$ cat src/fault_pkg.sv
package fault_pkg;
  // Clock and timing
  localparam int CLK_NS = 50;
  localparam int MS_NS = 1000000;
  localparam int QUARTER_MS = 250;
  localparam int MS_CYCLES = MS_NS / CLK_NS;
  localparam int QUARTER_CYCLES = QUARTER_MS * MS_CYCLES;
  // Blink shape in quarter-second units
  localparam logic [4:0] SET_ON_Q = 5'h04;
  localparam logic [4:0] SET_PERIOD_Q = 5'h08;
  localparam logic [4:0] GAP_Q = 5'h08;
  // Modbus ASCII
  localparam logic [7:0] ASC_COLON = 8'h3a;
  localparam logic [7:0] ASC_CR = 8'h0d;
  localparam logic [7:0] ASC_LF = 8'h0a;
  localparam logic [3:0] FRAME_BYTES = 4'h7;
  localparam logic [3:0] EXC_LAST = 4'ha;
  localparam logic [7:0] FN_READ = 8'h03;
  localparam logic [7:0] FN_WRITE = 8'h06;
  localparam logic [7:0] FN_EXC_FLAG = 8'h80;
  localparam logic [7:0] EXC_FUNC = 8'h01;
  localparam logic [7:0] EXC_ADDR = 8'h02;
  localparam logic [7:0] EXC_DATA = 8'h03;
  localparam logic [7:0] EXC_COMM = 8'h04;
  localparam logic [7:0] EXC_LRC = 8'h09;
  localparam logic [15:0] REG_CMD = 16'h2000;
  localparam logic [15:0] REG_FREQ = 16'h2001;
  localparam logic [15:0] REG_RESET = 16'h2002;
  localparam logic [15:0] REG_STAT_FIRST = 16'h2100;
  localparam logic [15:0] REG_STAT_END = 16'h2107;
  localparam logic [15:0] CMD_UNUSED = 16'hffcc;
  localparam logic [15:0] RESET_UNUSED = 16'hfffd;
  localparam int RESET_BIT = 1;
  // APB map
  localparam logic [7:0] ADDR_CTRL = 8'h00;
  localparam logic [7:0] ADDR_STATUS = 8'h04;
  localparam logic [7:0] ADDR_WDT_LIMIT = 8'h08;
  localparam logic [7:0] ADDR_WDT_COUNT = 8'h0c;
  localparam int CTRL_RESET_BIT = 0;
  localparam int CTRL_COMMFAIL_BIT = 1;
  localparam int CTRL_SLAVE_LSB = 8;
  localparam logic [7:0] SLAVE_RST = 8'h01;
  localparam logic [15:0] WDT_LIMIT_RST = 16'h0000;

  typedef enum logic [2:0] {
    CLS_NONE = 3'b000,
    CLS_SETTING = 3'b001,
    CLS_HWFAIL = 3'b010,
    CLS_OVERCUR = 3'b011,
    CLS_OVERVOLT = 3'b100,
    CLS_UNDERVOLT = 3'b101,
    CLS_OVERHEAT = 3'b110,
    CLS_OVERLOAD = 3'b111
  } alarm_cls_t;

  typedef enum logic [0:0] {
    TX_IDLE = 1'b0,
    TX_SEND = 1'b1
  } tx_state_t;

  function automatic logic [7:0] hex_char(input logic [3:0] nib);
    hex_char = (nib < 4'ha) ? (8'h30 + {4'h0, nib}) : (8'h37 + {4'h0, nib});
  endfunction

  // Bit 4 flags a character that is not a hex digit 0-9 or upper-case A-F
  function automatic logic [4:0] hex_val(input logic [7:0] c);
    if (c >= 8'h30 && c <= 8'h39) begin
      hex_val = {1'b0, c[3:0]};
    end else if (c >= 8'h41 && c <= 8'h46) begin
      hex_val = {1'b0, c[3:0] + 4'h9};
    end else begin
      hex_val = 5'h10;
    end
  endfunction
endpackage

$ cat src/modbus_ascii_rx.sv
`timescale 1ns/1ns
module modbus_ascii_rx import fault_pkg::*; (
  // Clock
  input wire logic clk,
  input wire logic nrst,
  input wire logic ce,
  // Characters
  input wire logic i_rx_valid,
  input wire logic [7:0] i_rx_char,
  // Decoded frame
  output logic o_done,
  output logic o_len_ok,
  output logic o_lrc_ok,
  output logic [7:0] o_addr,
  output logic [7:0] o_func,
  output logic [15:0] o_reg,
  output logic [15:0] o_data
);
  logic in_r, in_nxt, half_r, half_nxt, bad_r, bad_nxt;
  logic done_nxt, len_ok_nxt, lrc_ok_nxt;
  logic [3:0] hi_r, hi_nxt, cnt_r, cnt_nxt;
  logic [7:0] sum_r, sum_nxt, addr_nxt, func_nxt;
  logic [15:0] reg_nxt, data_nxt;

  always_comb begin
    logic [4:0] dec;
    logic [7:0] byte_v;
    dec = hex_val(i_rx_char);
    byte_v = {hi_r, dec[3:0]};
    in_nxt = in_r;
    half_nxt = half_r;
    bad_nxt = bad_r;
    hi_nxt = hi_r;
    cnt_nxt = cnt_r;
    sum_nxt = sum_r;
    addr_nxt = o_addr;
    func_nxt = o_func;
    reg_nxt = o_reg;
    data_nxt = o_data;
    done_nxt = 1'b0;
    len_ok_nxt = o_len_ok;
    lrc_ok_nxt = o_lrc_ok;
    if (i_rx_valid) begin
      if (i_rx_char == ASC_COLON) begin
        in_nxt = 1'b1;
        half_nxt = 1'b0;
        bad_nxt = 1'b0;
        cnt_nxt = 4'h0;
        sum_nxt = 8'h00;
      end else if (in_r) begin
        if (i_rx_char == ASC_LF) begin
          in_nxt = 1'b0;
          done_nxt = 1'b1;
          len_ok_nxt = !bad_r && !half_r && cnt_r == FRAME_BYTES;
          lrc_ok_nxt = sum_r == 8'h00;
        end else if (i_rx_char == ASC_CR) begin
          in_nxt = in_r;
        end else if (dec[4]) begin
          bad_nxt = 1'b1;
        end else if (!half_r) begin
          hi_nxt = dec[3:0];
          half_nxt = 1'b1;
        end else begin
          half_nxt = 1'b0;
          sum_nxt = sum_r + byte_v;
          if (cnt_r <= FRAME_BYTES) begin
            cnt_nxt = cnt_r + 4'h1;
          end
          case (cnt_r)
            4'h0: addr_nxt = byte_v;
            4'h1: func_nxt = byte_v;
            4'h2: reg_nxt = {byte_v, o_reg[7:0]};
            4'h3: reg_nxt = {o_reg[15:8], byte_v};
            4'h4: data_nxt = {byte_v, o_data[7:0]};
            4'h5: data_nxt = {o_data[15:8], byte_v};
            default: sum_nxt = sum_r + byte_v;
          endcase
        end
      end
    end
  end

  always_ff @(posedge clk) begin
    if (!nrst) begin
      in_r <= 1'b0;
      half_r <= 1'b0;
      bad_r <= 1'b0;
      hi_r <= 4'h0;
      cnt_r <= 4'h0;
      sum_r <= 8'h00;
      o_done <= 1'b0;
      o_len_ok <= 1'b0;
      o_lrc_ok <= 1'b0;
      o_addr <= 8'h00;
      o_func <= 8'h00;
      o_reg <= 16'h0000;
      o_data <= 16'h0000;
    end else if (ce) begin
      in_r <= in_nxt;
      half_r <= half_nxt;
      bad_r <= bad_nxt;
      hi_r <= hi_nxt;
      cnt_r <= cnt_nxt;
      sum_r <= sum_nxt;
      o_done <= done_nxt;
      o_len_ok <= len_ok_nxt;
      o_lrc_ok <= lrc_ok_nxt;
      o_addr <= addr_nxt;
      o_func <= func_nxt;
      o_reg <= reg_nxt;
      o_data <= data_nxt;
    end
  end
endmodule

$ cat src/alarm_blinker.sv
`timescale 1ns/1ns
module alarm_blinker import fault_pkg::*; #(
  parameter int QUARTER_CYC = QUARTER_CYCLES
) (
  input wire logic clk,
  input wire logic nrst,
  input wire logic ce,
  input wire logic [2:0] i_cls,
  output logic o_led
);
  logic [31:0] tick_r, tick_nxt;
  logic [4:0] q_r, q_nxt;
  logic [2:0] cls_r, cls_nxt;
  logic led_nxt;

  always_comb begin
    logic [4:0] pulses;
    logic [4:0] period;
    pulses = {2'b00, i_cls} - 5'h02;
    period = (i_cls == CLS_SETTING) ? SET_PERIOD_Q : ({pulses[3:0], 1'b0} + GAP_Q);
    cls_nxt = i_cls;
    tick_nxt = tick_r + 32'h1;
    q_nxt = q_r;
    if (i_cls != cls_r) begin
      tick_nxt = 32'h0;
      q_nxt = 5'h00;
    end else if (tick_r >= 32'(QUARTER_CYC - 1)) begin
      tick_nxt = 32'h0;
      q_nxt = (q_r + 5'h01 >= period) ? 5'h00 : q_r + 5'h01;
    end
    case (i_cls)
      CLS_NONE: led_nxt = 1'b0;
      CLS_SETTING: led_nxt = q_r < SET_ON_Q;
      CLS_HWFAIL: led_nxt = 1'b1;
      default: led_nxt = q_r < {pulses[3:0], 1'b0} && !q_r[0];
    endcase
  end

  always_ff @(posedge clk) begin
    if (!nrst) begin
      tick_r <= 32'h0;
      q_r <= 5'h00;
      cls_r <= CLS_NONE;
      o_led <= 1'b0;
    end else if (ce) begin
      tick_r <= tick_nxt;
      q_r <= q_nxt;
      cls_r <= cls_nxt;
      o_led <= led_nxt;
    end
  end
endmodule

$ cat src/modbus_fault_alarm_logic.sv
`timescale 1ns/1ns
module modbus_fault_alarm_logic import fault_pkg::*; #(
  parameter int MS_CYC = MS_CYCLES,
  parameter int QUARTER_CYC = QUARTER_CYCLES
) (
  // Clock and reset
  input wire logic I_CLK,
  input wire logic I_NRST,
  input wire logic I_CE,
  // APB slave
  input wire logic I_PSEL,
  input wire logic I_PENABLE,
  input wire logic I_PWRITE,
  input wire logic [7:0] I_PADDR,
  input wire logic [31:0] I_PWDATA,
  output logic [31:0] O_PRDATA,
  output logic O_PREADY,
  output logic O_PSLVERR,
  // Serial characters
  input wire logic I_RX_VALID,
  input wire logic [7:0] I_RX_CHAR,
  input wire logic I_TX_READY,
  output logic O_TX_VALID,
  output logic [7:0] O_TX_CHAR,
  // Protection pins
  input wire logic I_OVERCUR,
  input wire logic I_OVERVOLT,
  input wire logic I_UNDERVOLT,
  input wire logic I_OVERHEAT,
  input wire logic I_OVERLOAD,
  input wire logic I_THERMAL,
  input wire logic I_HW_FAULT,
  input wire logic I_STOP_SW,
  input wire logic I_RUN_TERM,
  input wire logic [7:0] I_DIP,
  // Drive and alarm outputs
  output logic O_DRIVE_EN,
  output logic O_ALARM_O,
  output logic O_ALARM_OE,
  output logic O_LED
);
  logic [16:0] sync1_r, sync2_r;
  logic f_oc, f_ov, f_uv, f_oh, f_ol, f_th, f_hw, stop_s, run_s;
  logic [7:0] dip_s;
  logic frm_done, frm_len_ok, frm_lrc_ok;
  logic [7:0] frm_addr, frm_func;
  logic [15:0] frm_reg, frm_data;
  logic pready_nxt, pslverr_nxt, apb_wr;
  logic [31:0] prdata_nxt;
  logic [7:0] slave_r, slave_nxt;
  logic commfail_r, commfail_nxt, swreset_r, swreset_nxt;
  logic [15:0] wlimit_r, wlimit_nxt, wcnt_r, wcnt_nxt;
  logic [31:0] mscnt_r, mscnt_nxt;
  logic [7:0] lastexc_r, lastexc_nxt;
  logic wdt_exp;
  logic reply, msg_ok, serial_reset;
  logic [7:0] exc;
  logic latched_r, latched_nxt, running;
  alarm_cls_t cls_r, cls_nxt, fault_cls;
  logic [7:0] dip_ref_r, dip_ref_nxt;
  logic drive_nxt;
  tx_state_t tx_st_r, tx_st_nxt;
  logic [3:0] tx_idx_r, tx_idx_nxt;
  logic [7:0] tx_adr_r, tx_adr_nxt, tx_fn_r, tx_fn_nxt, tx_exc_r, tx_exc_nxt;
  logic [7:0] tx_lrc_r, tx_lrc_nxt, tx_char_nxt;
  logic tx_valid_nxt;

  function automatic logic [7:0] exc_char(input logic [3:0] i, input logic [7:0] a,
                                          input logic [7:0] f, input logic [7:0] e,
                                          input logic [7:0] l);
    case (i)
      4'h0: exc_char = ASC_COLON;
      4'h1: exc_char = hex_char(a[7:4]);
      4'h2: exc_char = hex_char(a[3:0]);
      4'h3: exc_char = hex_char(f[7:4]);
      4'h4: exc_char = hex_char(f[3:0]);
      4'h5: exc_char = hex_char(e[7:4]);
      4'h6: exc_char = hex_char(e[3:0]);
      4'h7: exc_char = hex_char(l[7:4]);
      4'h8: exc_char = hex_char(l[3:0]);
      4'h9: exc_char = ASC_CR;
      default: exc_char = ASC_LF;
    endcase
  endfunction

  // Pin synchroniser
  always_ff @(posedge I_CLK) begin
    if (!I_NRST) begin
      sync1_r <= 17'h0;
      sync2_r <= 17'h0;
    end else if (I_CE) begin
      sync1_r <= {I_OVERCUR, I_OVERVOLT, I_UNDERVOLT, I_OVERHEAT, I_OVERLOAD, I_THERMAL,
                  I_HW_FAULT, I_STOP_SW, I_RUN_TERM, I_DIP};
      sync2_r <= sync1_r;
    end
  end
  assign {f_oc, f_ov, f_uv, f_oh, f_ol, f_th, f_hw, stop_s, run_s, dip_s} = sync2_r;

  modbus_ascii_rx u_rx (
    .clk(I_CLK),
    .nrst(I_NRST),
    .ce(I_CE),
    .i_rx_valid(I_RX_VALID),
    .i_rx_char(I_RX_CHAR),
    .o_done(frm_done),
    .o_len_ok(frm_len_ok),
    .o_lrc_ok(frm_lrc_ok),
    .o_addr(frm_addr),
    .o_func(frm_func),
    .o_reg(frm_reg),
    .o_data(frm_data)
  );

  // Frame judgement
  always_comb begin
    reply = 1'b0;
    msg_ok = 1'b0;
    exc = 8'h00;
    if (frm_done && frm_len_ok && frm_addr == slave_r) begin
      reply = 1'b1;
      if (!frm_lrc_ok) begin
        exc = EXC_LRC;
      end else if (commfail_r) begin
        exc = EXC_COMM;
      end else if (frm_func != FN_READ && frm_func != FN_WRITE) begin
        exc = EXC_FUNC;
      end else if (frm_func == FN_WRITE ? (frm_reg < REG_CMD || frm_reg > REG_RESET)
                   : (frm_reg < REG_STAT_FIRST || frm_reg >= REG_STAT_END)) begin
        exc = EXC_ADDR;
      end else if (frm_func == FN_WRITE ?
                   ((frm_reg == REG_CMD && (frm_data & CMD_UNUSED) != 16'h0) ||
                    (frm_reg == REG_RESET && (frm_data & RESET_UNUSED) != 16'h0)) :
                   (frm_data == 16'h0 || frm_data > REG_STAT_END - frm_reg)) begin
        exc = EXC_DATA;
      end else begin
        reply = 1'b0;
        msg_ok = 1'b1;
      end
    end
    serial_reset = swreset_r || (msg_ok && frm_func == FN_WRITE && frm_reg == REG_RESET &&
                                 frm_data[RESET_BIT]);
  end

  // APB registers and watchdog
  always_comb begin
    apb_wr = I_PSEL && I_PENABLE && O_PREADY && I_PWRITE;
    pready_nxt = I_PSEL && I_PENABLE && !O_PREADY;
    pslverr_nxt = 1'b0;
    prdata_nxt = 32'h0;
    slave_nxt = slave_r;
    commfail_nxt = commfail_r;
    swreset_nxt = 1'b0;
    wlimit_nxt = wlimit_r;
    case (I_PADDR)
      ADDR_CTRL: prdata_nxt = {16'h0, slave_r, 6'h0, commfail_r, 1'b0};
      ADDR_STATUS: prdata_nxt = {16'h0, lastexc_r, 2'b00, wdt_exp, O_DRIVE_EN, cls_r, latched_r};
      ADDR_WDT_LIMIT: prdata_nxt = {16'h0, wlimit_r};
      ADDR_WDT_COUNT: prdata_nxt = {16'h0, wcnt_r};
      default: pslverr_nxt = pready_nxt;
    endcase
    if (apb_wr && I_PADDR == ADDR_CTRL) begin
      slave_nxt = I_PWDATA[CTRL_SLAVE_LSB +: 8];
      commfail_nxt = I_PWDATA[CTRL_COMMFAIL_BIT];
      swreset_nxt = I_PWDATA[CTRL_RESET_BIT];
    end
    if (apb_wr && I_PADDR == ADDR_WDT_LIMIT) begin
      wlimit_nxt = I_PWDATA[15:0];
    end
    lastexc_nxt = reply ? exc : lastexc_r;
    wdt_exp = wlimit_r != 16'h0 && wcnt_r >= wlimit_r;
    mscnt_nxt = (mscnt_r >= 32'(MS_CYC - 1)) ? 32'h0 : mscnt_r + 32'h1;
    wcnt_nxt = wcnt_r;
    if (mscnt_r >= 32'(MS_CYC - 1) && wcnt_r != 16'hffff) begin
      wcnt_nxt = wcnt_r + 16'h1;
    end
    if (msg_ok) begin
      wcnt_nxt = 16'h0;
      mscnt_nxt = 32'h0;
    end
  end

  always_ff @(posedge I_CLK) begin
    if (!I_NRST) begin
      O_PREADY <= 1'b0;
      O_PSLVERR <= 1'b0;
      O_PRDATA <= 32'h0;
      slave_r <= SLAVE_RST;
      commfail_r <= 1'b0;
      swreset_r <= 1'b0;
      wlimit_r <= WDT_LIMIT_RST;
      wcnt_r <= 16'h0;
      mscnt_r <= 32'h0;
      lastexc_r <= 8'h00;
    end else if (I_CE) begin
      O_PREADY <= pready_nxt;
      O_PSLVERR <= pslverr_nxt;
      O_PRDATA <= pready_nxt ? prdata_nxt : 32'h0;
      slave_r <= slave_nxt;
      commfail_r <= commfail_nxt;
      swreset_r <= swreset_nxt;
      wlimit_r <= wlimit_nxt;
      wcnt_r <= wcnt_nxt;
      mscnt_r <= mscnt_nxt;
      lastexc_r <= lastexc_nxt;
    end
  end

  // Protection latch
  always_comb begin
    running = run_s && !stop_s;
    dip_ref_nxt = running ? dip_ref_r : dip_s;
    fault_cls = CLS_NONE;
    if (f_hw || wdt_exp) begin
      fault_cls = CLS_HWFAIL;
    end else if (f_oc) begin
      fault_cls = CLS_OVERCUR;
    end else if (f_ov) begin
      fault_cls = CLS_OVERVOLT;
    end else if (f_uv) begin
      fault_cls = CLS_UNDERVOLT;
    end else if (f_oh) begin
      fault_cls = CLS_OVERHEAT;
    end else if (f_ol || f_th) begin
      fault_cls = CLS_OVERLOAD;
    end else if (running && dip_s != dip_ref_r) begin
      fault_cls = CLS_SETTING;
    end
    latched_nxt = latched_r;
    cls_nxt = cls_r;
    if (!latched_r && fault_cls != CLS_NONE) begin
      latched_nxt = 1'b1;
      cls_nxt = fault_cls;
    end else if (latched_r && fault_cls == CLS_NONE && (stop_s || !run_s || serial_reset)) begin
      latched_nxt = 1'b0;
      cls_nxt = CLS_NONE;
    end
    drive_nxt = running && !latched_nxt && fault_cls == CLS_NONE;
  end

  always_ff @(posedge I_CLK) begin
    if (!I_NRST) begin
      latched_r <= 1'b0;
      cls_r <= CLS_NONE;
      dip_ref_r <= 8'h00;
      O_DRIVE_EN <= 1'b0;
      O_ALARM_O <= 1'b0;
      O_ALARM_OE <= 1'b0;
    end else if (I_CE) begin
      latched_r <= latched_nxt;
      cls_r <= cls_nxt;
      dip_ref_r <= dip_ref_nxt;
      O_DRIVE_EN <= drive_nxt;
      O_ALARM_O <= 1'b0;
      O_ALARM_OE <= latched_nxt;
    end
  end

  alarm_blinker #(
    .QUARTER_CYC(QUARTER_CYC)
  ) u_blink (
    .clk(I_CLK),
    .nrst(I_NRST),
    .ce(I_CE),
    .i_cls(cls_r),
    .o_led(O_LED)
  );

  // Exception reply sender
  always_comb begin
    tx_st_nxt = tx_st_r;
    tx_idx_nxt = tx_idx_r;
    tx_adr_nxt = tx_adr_r;
    tx_fn_nxt = tx_fn_r;
    tx_exc_nxt = tx_exc_r;
    tx_lrc_nxt = tx_lrc_r;
    tx_valid_nxt = O_TX_VALID;
    tx_char_nxt = O_TX_CHAR;
    unique case (tx_st_r)
      TX_IDLE: begin
        if (reply) begin
          tx_adr_nxt = frm_addr;
          tx_fn_nxt = frm_func | FN_EXC_FLAG;
          tx_exc_nxt = exc;
          tx_lrc_nxt = 8'h00 - (frm_addr + (frm_func | FN_EXC_FLAG) + exc);
          tx_idx_nxt = 4'h0;
          tx_valid_nxt = 1'b1;
          tx_char_nxt = ASC_COLON;
          tx_st_nxt = TX_SEND;
        end
      end
      TX_SEND: begin
        if (I_TX_READY) begin
          if (tx_idx_r == EXC_LAST) begin
            tx_valid_nxt = 1'b0;
            tx_st_nxt = TX_IDLE;
          end else begin
            tx_idx_nxt = tx_idx_r + 4'h1;
            tx_char_nxt = exc_char(tx_idx_r + 4'h1, tx_adr_r, tx_fn_r, tx_exc_r, tx_lrc_r);
          end
        end
      end
    endcase
  end

  always_ff @(posedge I_CLK) begin
    if (!I_NRST) begin
      tx_st_r <= TX_IDLE;
      tx_idx_r <= 4'h0;
      tx_adr_r <= 8'h00;
      tx_fn_r <= 8'h00;
      tx_exc_r <= 8'h00;
      tx_lrc_r <= 8'h00;
      O_TX_VALID <= 1'b0;
      O_TX_CHAR <= 8'h00;
    end else if (I_CE) begin
      tx_st_r <= tx_st_nxt;
      tx_idx_r <= tx_idx_nxt;
      tx_adr_r <= tx_adr_nxt;
      tx_fn_r <= tx_fn_nxt;
      tx_exc_r <= tx_exc_nxt;
      tx_lrc_r <= tx_lrc_nxt;
      O_TX_VALID <= tx_valid_nxt;
      O_TX_CHAR <= tx_char_nxt;
    end
  end
endmodule

$ cat config.mk
export PLATFORM = sky130hd
export DESIGN_NAME = modbus_fault_alarm_logic
export DESIGN_NICKNAME = d
export VERILOG_FILES = /design/src/fault_pkg.sv /design/src/modbus_ascii_rx.sv /design/src/alarm_blinker.sv /design/src/modbus_fault_alarm_logic.sv
export SDC_FILE = /design/constraint.sdc
export NUM_CORES = 1
export LEC_CHECK = 0
export BUFFER_PORTS_ARGS = -buffer_cell sky130_fd_sc_hd__buf_4
export CORE_MARGIN = 2
export CORE_UTILIZATION = 25
export DETAILED_ROUTE_END_ITERATION = 10
export PLACE_DENSITY = 0.48
export SLEW_MARGIN = 20
export SYNTH_ARGS = -nofsm -noshare
export SYNTH_HDL_FRONTEND = slang
export SYNTH_HIERARCHICAL = 1
export SYNTH_SLANG_ARGS = --single-unit
$ cat constraint.sdc
create_clock -name I_CLK -period 7.9 [get_ports I_CLK]
set_input_delay 0.395 -clock I_CLK [delete_from_list [all_inputs] [get_ports I_CLK]]
set_output_delay 0.395 -clock I_CLK [all_outputs]
set_load 0.01 [all_outputs]
Word level (Yosys, flattened, before mapping)

Index checks and enable logic that the tools add are counted.

Register bits after elaboration: 320
Latch bits: 0
Memory bits (writable): 0
Bits in read-only memories: 0
Bits of input ports: 73
Output and inout port bits: 47
Word-level logic and storage cells: 341
Memories: 0

$add $sub $neg: 30
Multipliers: 0
Div/mod/pow operators: 0
Magnitude comparators: 24
Equality and inequality tests: 40
Shifts and indexed selects: 0
Muxes and demuxes: 106
Bitwise gates (word level): 11
Reduce and logical (&&, ||, !) cells: 87

Operators with widths:

| kind                                                                                  | count |
|---|---|
| 32-bit two-way mux                                                                    | 5 |
| 6-bit by 4-bit adder with 7-bit output, first input constant                          | 16 |
| 8-bit two-way mux                                                                     | 9 |
| 7-bit one-hot mux with 10 select lines                                                | 1 |
| 32-bit by 1-bit adder with 32-bit output, second input constant                       | 2 |
| 16-bit one-hot mux with 2 select lines                                                | 2 |
| 16-bit one-hot mux with 4 select lines                                                | 1 |
| 7-bit two-way mux                                                                     | 8 |
| 4-bit two-way mux                                                                     | 12 |
| 16-bit nonzero test                                                                   | 3 |
| 1-bit two-way mux                                                                     | 43 |
| 10-bit AND reduction                                                                  | 4 |
| 16-bit by 14-bit == test with 1-bit output, second input constant                     | 2 |
| 8-bit by 4-bit == test with 1-bit output, second input constant                       | 4 |
| 32-bit by 15-bit greater-or-equal comparator with 1-bit output, second input constant | 1 |
| 32-bit by 23-bit greater-or-equal comparator with 1-bit output, second input constant | 1 |
| 16-bit by 14-bit < comparator with 1-bit output, second input constant                | 2 |
| 4-bit < comparator, second input constant                                             | 8 |
| 16-bit two-way mux                                                                    | 2 |
| 5-bit two-way mux                                                                     | 6 |
| 4-bit by 3-bit == test with 1-bit output, second input constant                       | 7 |
| 1-bit logical AND                                                                     | 28 |
| 3-bit two-way mux                                                                     | 9 |
| 8-bit adder                                                                           | 3 |
| other kinds (58)                                                                      | 119 |

Depth between registers and ports, before layout

Gate-level depths: netlist of the first run.

Depth in word-level cells: 21
Depth in mapped cells: 30
Depth with buffers taken out: 30

Modules after synthesis

Netlist of the first run, hierarchy kept.

Modules (own cells, without submodules):

| module                   | instances | cells each | area each (um2) | seq. area each (um2) |
|---|---|---|---|---|
| modbus_fault_alarm_logic | 1         | 1,243      | 10,523.8        | 3,683.5 |
| modbus_ascii_rx          | 1         | 330        | 3,400.8         | 1,401.3 |
| alarm_blinker            | 1         | 253        | 2,309.7         | 820.8 |

Worst setup path after synthesis of the first run

No wires, ideal clock.

Kind: register -> register
Start: reg u_rx.o_reg[3]
End: reg tx_lrc_r[7]
Library setup time: 0.128 ns
Arrival time: 5.348 ns
Data required time: 7.772 ns
Path slack: 2.425 ns
Stages on the path, launching flop included: 31
Buffers on the path: 0
Period minus slack after synthesis: 5.475 ns
Cell sequence: dfxtp_1 -> inv_1 -> ha_1 -> or4b_4 -> nand2_1 -> nand2b_1 -> a21oi_1 -> xor2_1 -> ha_1 -> nand4_2 -> or4_1 -> a21o_1 -> o211a_1 -> o31a_4 -> nor3b_1 -> nor2_1 -> nor2_1 -> ha_1 -> fa_1 -> inv_1 -> ha_1 -> inv_1 -> fa_1 -> nor2b_1 -> o21ai_0 -> nand2b_1 -> a21o_1 -> a21oi_1 -> xnor2_1 -> mux2i_1 -> nor2_1

Word-level cells in the longest chain between the ends: 12
Elaborated cells on any way between the ends: 31
Those cells by class: add/sub: 3; order compare: 5; eq/ne: 2; mux: 14; reduce/logical: 7

RTL lines:

| what                                                                         | RTL line                                                         | RTL |
|---|---|---|
| start, declared                                                              | modbus_ascii_rx.sv:16                                            | `output logic [15:0] o_reg,` |
| start signal, assigned                                                       | modbus_ascii_rx.sv:110                                           | `o_reg <= reg_nxt;` |
| 14-bit by 16-bit subtractor with 16-bit output, or another cell as far along | modbus_fault_alarm_logic.sv:133                                  | `(frm_data == 16'h0 \|\| frm_data > REG_STAT_END - frm_reg)) begin` |
| 16-bit greater-than comparator, or another cell as far along                 | modbus_fault_alarm_logic.sv:133                                  |  |
| 1-bit logical OR, on equally long branches                                   | modbus_fault_alarm_logic.sv:133, modbus_fault_alarm_logic.sv:131 |  |
| 1-bit two-way mux                                                            | modbus_fault_alarm_logic.sv:130                                  | `end else if (frm_func == FN_WRITE ?` |
| 2-bit two-way mux                                                            | modbus_fault_alarm_logic.sv:130                                  |  |
| 2-bit two-way mux *                                                          | modbus_fault_alarm_logic.sv:127                                  | `end else if (frm_func == FN_WRITE ? (frm_reg < REG_CMD \|\| frm_reg > REG_RESET)` |
| 2-bit two-way mux *                                                          | modbus_fault_alarm_logic.sv:125                                  | `end else if (frm_func != FN_READ && frm_func != FN_WRITE) begin` |
| 3-bit two-way mux *                                                          | modbus_fault_alarm_logic.sv:123                                  | `end else if (commfail_r) begin` |
| 4-bit two-way mux *                                                          | modbus_fault_alarm_logic.sv:121                                  | `if (!frm_lrc_ok) begin` |
| 4-bit two-way mux *                                                          | modbus_fault_alarm_logic.sv:119                                  | `if (frm_done && frm_len_ok && frm_addr == slave_r) begin` |
| net exc[0]                                                                   | modbus_fault_alarm_logic.sv:57                                   | `logic [7:0] exc;` |
| 8-bit adder *                                                                | modbus_fault_alarm_logic.sv:284                                  | `tx_lrc_nxt = 8'h00 - (frm_addr + (frm_func \| FN_EXC_FLAG) + exc);` |
| 1-bit by 8-bit subtractor with 8-bit output *                                | modbus_fault_alarm_logic.sv:284                                  |  |
| end signal, assigned                                                         | modbus_fault_alarm_logic.sv:321                                  | `tx_lrc_r <= tx_lrc_nxt;` |
| end, declared                                                                | modbus_fault_alarm_logic.sv:65                                   | `logic [7:0] tx_lrc_r, tx_lrc_nxt, tx_char_nxt;` |

Mark *: on every way through the listed nets, which the timed path passes. The rest lies on a longest branch.
A chain may end at the register's enable or synchronous reset.

Worst setup path after layout of the first run

Ends and elaborated chain as after synthesis.

==> run_results.csv, run 1 <==
group,metric,value,unit
run_status,outcome,"completed",
worst_setup_path,worst-path-buf-inv,3,
floorplan,fp.dieW,259,µm
clock_tree,clock_latency,540,ps
synthesis,postSynthAreaPerCell,8.89,µm²
floorplan,design.portCount,120,
floorplan,core_area,64300,µm²
synthesis,synthFlopType,"dfxtp_1",
worst_setup_path,cpMostUsedCell,"ha_1",
floorplan,die_height,259,µm
sta,tns,0,ps
final_layout,largestRegisters,"mscnt_r x32, u_blink/tick_r x32",
synthesis,synth.cell_area,16200,µm²
global_routing,overflow,0,
synthesis,ys_types,96,
power_and_ir_drop,p_total,3.39,mW
sta,fin_crit,6020,ps
route,first_iter_violations,721,
global_routing,grt_pass1_wl,69.9,mm
hold_path,hold_class,"in2reg",
synthesis,synth_top_area_share,36.4,%
worst_setup_path,ff2ff_path_depth,30,
synthesis,synth_top_cell_by_area,"dfxtp_1",
power_and_ir_drop,leakage,7.53,nW
worst_setup_path,critPathRequiredTime,8300,ps
sta,fin_crit_sh,76.3,%
synthesis,ys_seq_area_share,36.4,%
worst_setup_path,crit_fanout,9,
floorplan,floorplan.initialDensity,25.2,%
global_routing,grt_usage,12.9,%
sta,final_hold_viol_count,0,
sta,maxSlewHeadroom,37.7,%
clock_tree,cts_root_buf,"clkbuf_16",
sta,finalSetupViolCount,0,
route,vias,13016,
sta,slew_violations,0,
sta,worst_pin_slew,932,ps
route,drcViolationCount,0,
clock_tree,clkTransAtPathRegs,60,ps
clock_tree,cts.sinks,295,
clock_tree,cts_tree,"yes",
worst_setup_path,end_kind,"register",
final_layout,syn_to_final_growth,15.3,%
worst_setup_path,worst-path-stages,30,
power_and_ir_drop,vdd_drop_max,0.136,mV
synthesis,synth_area_leaders,"dfxtp_1 36%, mux2i_1 9.0%, ha_1 6.9%, nor2_1 4.8%, xor2_1 3.3%",
synthesis,async_reset_ff_share,0,%
clock_tree,cts_resized,0,
placed_design,place_area,17500,µm²
worst_setup_path,crit_end,"tx_lrc_r[7]",
final_layout,fin_area,18700,µm²
worst_setup_path,cpPeakStageDelay,570,ps
floorplan,fp-row-count,93,
route,wire_per_inst,15.9,µm
sta,rsz0062_at_grt,"no",
route,antenna_left,0,
worst_setup_path,cp.arrival,6430,ps
power_and_ir_drop,power-per-cell-area,181,nW/µm²
route,dr.pass1.iters,5,
clock_tree,cts_made_buffers,35,
route,via_per_inst,4.72,
sta,max_freq,166,MHz
sta,finClkSkew,21.4,ps
final_layout,finalNetCount,2046,
clock_tree,cts_hold_buf,0,
worst_setup_path,crit_path_top_delay_cell,"or4_1",
route,wl,43.8,mm
sta,whs,93.8,ps
final_layout,drive_gt1_share,11.4,%
synthesis,ys_seq_elements,295,
worst_setup_path,r2r_slack,1880,ps
global_routing,grt_max_degree,69,
worst_setup_path,cp-start-kind,"register",
clock_tree,clockBufferDepth,3,
worst_setup_path,path_delay_family,"simple AND/OR/NAND/NOR gates",
worst_setup_path,crit_type,"reg2reg",
placed_design,gp_congestion,0.842,
synthesis,synth_warnings,6,
floorplan,die_area,67000,µm²
placed_design,hpwl,31.5,mm
synthesis,syn_inst,1826,
flow_run,drv_cap,0,
global_routing,antenna_found_initial,1,
worst_setup_path,startpoint,"u_rx/o_reg[3]",
clock_tree,cts_setup_buffers,0,
placed_design,portBuffers,85,
synthesis,synth_edf_count,0,
clock_tree,cts_max_level,2,
worst_setup_path,timing.rr.start,"u_rx/o_reg[3]",
worst_setup_path,reg2reg_to,"tx_lrc_r[7]",
global_routing,first_global_vias,12708,
[area by class of cell]
cell class	count	area, µm²
diodes	1	2.50
flip-flops and latches	295	5910
well taps	855	1070
inverters	92	348
multi-input cells	1365	9530
fillers	6765	45600
repair buffers	90	676
clock buffers	51	1050
clock inverters	10	140
[cell families after synthesis]
group / count (synthesis) / share of synthesized area [%]
AOI/OAI and AO/OA: 300 / 12.6
xor gates and xnor gates: 101 / 5.45
adders and majority gates: 94 / 7.48
buffers and inverters: 183 / 5.36
DFF: 295 / 36.4
muxes: 152 / 9.76
other: 1 / 0.0231
and+or+nand+nor: 700 / 23.0
[power by group]
group	internal, mW	switching (mW)	total [mW]
logic	0.0745	0.118	0.193
clock network	1.02	0.646	1.67
registers	1.51	0.0214	1.53
[Yosys cell counts, types with 7 or more instances]
library cell	count
dfxtp_1	295
nor2_1	207
mux2i_1	146
nand2_1	112
inv_1	92
ha_1	89
a21oi_1	80
nor2b_1	74
nand3_1	67
o21ai_0	64
xor2_1	61
clkbuf_1	41
xnor2_1	40
and3_1	32
nand4_1	32
nor3_1	28
nor4_1	25
buf_4	22
a22oi_1	17
nand2b_1	16
buf_1	13
nor2_2	12
a31oi_1	11
nor2_4	11
a21boi_0	10
a21o_1	10
and4_1	10
nor3b_1	10
o21a_1	9
o2bb2ai_1	9
nand4b_1	8
or3_1	8
a211oi_1	7
and2_1	7
buf_6	7
o211ai_1	7
o221ai_1	7
[placed cells by master, fill, tap and decap left out, drive strengths merged, types with 18 or more instances in the layout]
cell type,instances
clkbuf,51
and3,33
ha,89
a21oi,80
nand2,112
mux2i,146
nand3,69
conb,18
nor4,28
buf,90
nor2b,74
dfxtp,295
nand4,33
o21ai,71
xnor2,40
inv,93
nor2,230
nor3,30
xor2,61
[layer usage]
metal	share of wire [%]	vias to the layer above	track usage [%]	wire, µm
li1	-	6526	-	-
met1	46	6188	16.7	20000
met2	47	234	21.7	20600
met3	4.5	68	2.30	1950
met4	2.9	0	4.43	1250
met5	0	-	0	0
[worst min-delay path: cells and delay by family]
family        cells  cell delay (ps)
buf+inv           1               80
simple gates      1               70
mux               1               50
[per-stage QoR]
step | cells | worst slack [ps] | util, %
after floorplan | 1843 | 2420 | -
final | 2759 | 1880 | 29.1
after global placement | 2697 | 1950 | 27.2
after CTS | 2758 | 1840 | 29.1
after global routing | 2759 | 1370 | 29.1
after detailed placement | 2697 | 1880 | 27.2
[worst min path at each step]
stage,to,slack (ps),start,cells after the start
after floorplan,lastexc_r[3],430,lastexc_r[3],2
after global placement,lastexc_r[3],450,lastexc_r[3],2
after detailed placement,lastexc_r[3],450,lastexc_r[3],2
after CTS,sync1_r[11],60,I_THERMAL,3
after global routing,sync1_r[11],70,I_THERMAL,3
final,sync1_r[11],90,I_THERMAL,3
Note: power is estimated with default switching activity, not from simulation.
==> inputs of run 2 (changes only) <==
--- a/config.mk
+++ b/config.mk
@@ -9,7 +9,7 @@
 export CORE_MARGIN = 2
 export CORE_UTILIZATION = 25
 export DETAILED_ROUTE_END_ITERATION = 10
-export PLACE_DENSITY = 0.48
+export PLACE_DENSITY = 0.49
 export SLEW_MARGIN = 20
 export SYNTH_ARGS = -nofsm -noshare
 export SYNTH_HDL_FRONTEND = slang
==> constraint.sdc (replaced) <==
create_clock -name I_CLK -period 5.3 [get_ports I_CLK]
set_input_delay 0.265 -clock I_CLK [delete_from_list [all_inputs] [get_ports I_CLK]]
set_output_delay 0.265 -clock I_CLK [all_outputs]
set_load 0.01 [all_outputs]
==> run 2 against run 1 <==
Highest routed layer unchanged; the run now ends with negative setup slack left; largest power group unchanged; register-to-register slack worse by 2000 ps; wire length is 1.7% higher; first-iteration DRC count grew 0.42%; flip-flop and latch count unchanged; critical path depth down 2; fmax grew 11%.
==> run_results.csv, run 2 (synthesis gave the netlist of run 1 again) <==
group,metric,value,unit
sta,setup_slack,-148,ps
flow_run,drv_cap,0,
power_and_ir_drop,clock_power_share,48.7,%
floorplan,core_area,64300,µm²
final_layout,syn_to_final_growth,19.3,%
power_and_ir_drop,power.switching,1.19,mW
power_and_ir_drop,power_frac_seq,45.1,%
worst_setup_path,r2r_slack,-150,ps
final_layout,final_cell_mix,"294 x dfxtp_1, 207 x nor2_1, 146 x mux2i_1",
worst_setup_path,critPathRequiredTime,5700,ps
route,antenna_left,0,
clock_tree,cts_root_buf,"clkbuf_16",
sta,rsz0062_at_grt,"yes",
final_layout,drive_gt1_share,13.7,%
route,drcViolationCount,0,
route,wl,44.6,mm
floorplan,die_area,67000,µm²
placed_design,post-place-ws,-230,ps
global_routing,antenna_found_initial,0,
power_and_ir_drop,p_comb_share,6.2,%
power_and_ir_drop,power-per-cell-area,261,nW/µm²
worst_setup_path,crit_fanout,3,
sta,finClkSkew,28.2,ps
clock_tree,cts_max_level,2,
worst_setup_path,end_kind,"register",
worst_setup_path,crit_type,"reg2reg",
power_and_ir_drop,switching_share,23.7,%
sta,max_freq,184,MHz
floorplan,floorplan.initialDensity,25.2,%
final_layout,final_common_cell,"dfxtp_1",
floorplan,die_height,259,µm
sta,worst_pin_slew,941,ps
global_routing,grt_pass1_wl,71.3,mm
placed_design,gp_congestion,0.877,
placed_design,portBuffers,85,
sta,final_hold_viol_count,0,
worst_setup_path,crit_path_top_delay_cell,"or4_4",
clock_tree,cts.sinks,295,
final_layout,finalNetCount,2114,
sta,tns,-162,ps
global_routing,grt_max_degree,76,
sta,maxSlewHeadroom,37.1,%
final_layout,diodes,0,
sta,fin_crit,5450,ps
global_routing,overflow,0,
run_status,outcome,"finished with violations",
clock_tree,clockBufferDepth,3,
clock_tree,clock_latency,550,ps
route,via_per_inst,4.69,
route,dr.pass1.iters,6,
worst_setup_path,cpPeakStageDelay,550,ps
sta,finalSetupViolCount,2,
route,first_iter_violations,724,
floorplan,fp-row-count,93,
global_routing,grt_usage,13.2,%
worst_setup_path,cp.arrival,5850,ps
sta,slew_violations,0,
clock_tree,cts_made_buffers,36,
power_and_ir_drop,leakage,7.82,nW
hold_path,hold_class,"in2reg",
placed_design,hpwl,32.1,mm
power_and_ir_drop,vdd_drop_max,0.179,mV
clock_tree,clkTransAtPathRegs,60,ps
global_routing,first_global_vias,12949,
route,wire_per_inst,15.8,µm
sta,fin_crit_sh,103,%
floorplan,fp.dieW,259,µm
route,vias,13274,
final_layout,fill_cells,6770,
clock_tree,cts_tree,"yes",
floorplan,design.portCount,120,
power_and_ir_drop,power.internal,3.85,mW
final_layout,largestRegisters,"mscnt_r x32, u_blink/tick_r x32",
worst_setup_path,cp-start-kind,"register",
run_status,violations,"negative setup slack",
==> run 2: cell types whose count changed in the layout (fill, tap and decap cells not counted), moves of 3 or more <==
cell,change
inv_2,+4
dlygate4sd3_1,+32
inv_1,-4
a21oi_1,-3
clkbuf_1,+4
inv_6,+3
a21oi_2,+3
buf_4,+33
ha_1,-3
==> run 2: worst max-delay path: cells and delay by family (launching register included) <==
kind            cells  cell delay (ps)
xor+xnor            2              220
mux                 1              130
flops               1              320
buf+inv             3              170
simple gates        9             1810
fa+ha+maj           6             1510
compound gates      7             1120
==> run 2: worst paths after layout <==
check	end	start	depth (start not counted)
max	tx_lrc_r[7]	u_rx/o_reg[3]	28
min	wlimit_r[14]	I_PWDATA[14]	3
max reg2reg	tx_lrc_r[7]	u_rx/o_reg[3]	28
min reg2reg	O_TX_CHAR[6]	O_TX_CHAR[6]	2
==> run 2: through the flow <==
| stage | hold WS (ps) | instance area [µm²] | instances | util, % | total power [mW] |
|---|---|---|---|---|---|
| CTS | 6.14 | 19300 | 2824 | 30.0 | 5.13 |
| global route | 25.1 | 19400 | 2828 | 30.1 | 5.26 |
| finish | 28.5 | 19400 | 2828 | 30.1 | 5.05 |
| global placement | 452 | 17700 | 2722 | 27.6 | 2.62 |
| detailed placement | 453 | 17700 | 2722 | 27.6 | 2.62 |
| floorplan | 393 | 16300 | 1843 | - | 2.53 |
==> run 2: power by group through the flow <==
stage / registers, mW / clock network, mW / logic (mW)
3_3_place_gp: 2.33 / 0 / 0.291
6_report: 2.28 / 2.46 / 0.311
3_5_place_dp: 2.33 / 0 / 0.294
5_1_grt: 2.28 / 2.63 / 0.349
4_1_cts: 2.28 / 2.54 / 0.315
2_1_floorplan: 2.31 / 0 / 0.219
==> run 2: layer usage <==
metal	vias up	track usage [%]	wire length (µm)
met1	6310	17.3	20600
met5	-	0	0
met2	220	22.0	21000
met4	0	4.30	1290
met3	71	2.15	1700
li1	6673	-	-
==> run 2: cell type report <==
class,instances,area (µm²),area share [%]
inverters,92,348,1.80
clock buffers,52,1010,5.22
clock inverters,12,158,0.814
well taps,855,1070,5.52
flip-flops and latches,295,5910,30.5
repair buffers,157,1270,6.58
multi-input cells,1365,9600,49.6
==> run 2: repair_timing <==
item / 4_1_cts / 5_1_grt
gates resized for setup: 9 / 7
pin swaps: 13 / 18
hold buffers: 32 / 0
buffers inserted: 6 / 4
hold endpoints to repair: 39 / 0
endpoints found under the setup margin: 3 / 5
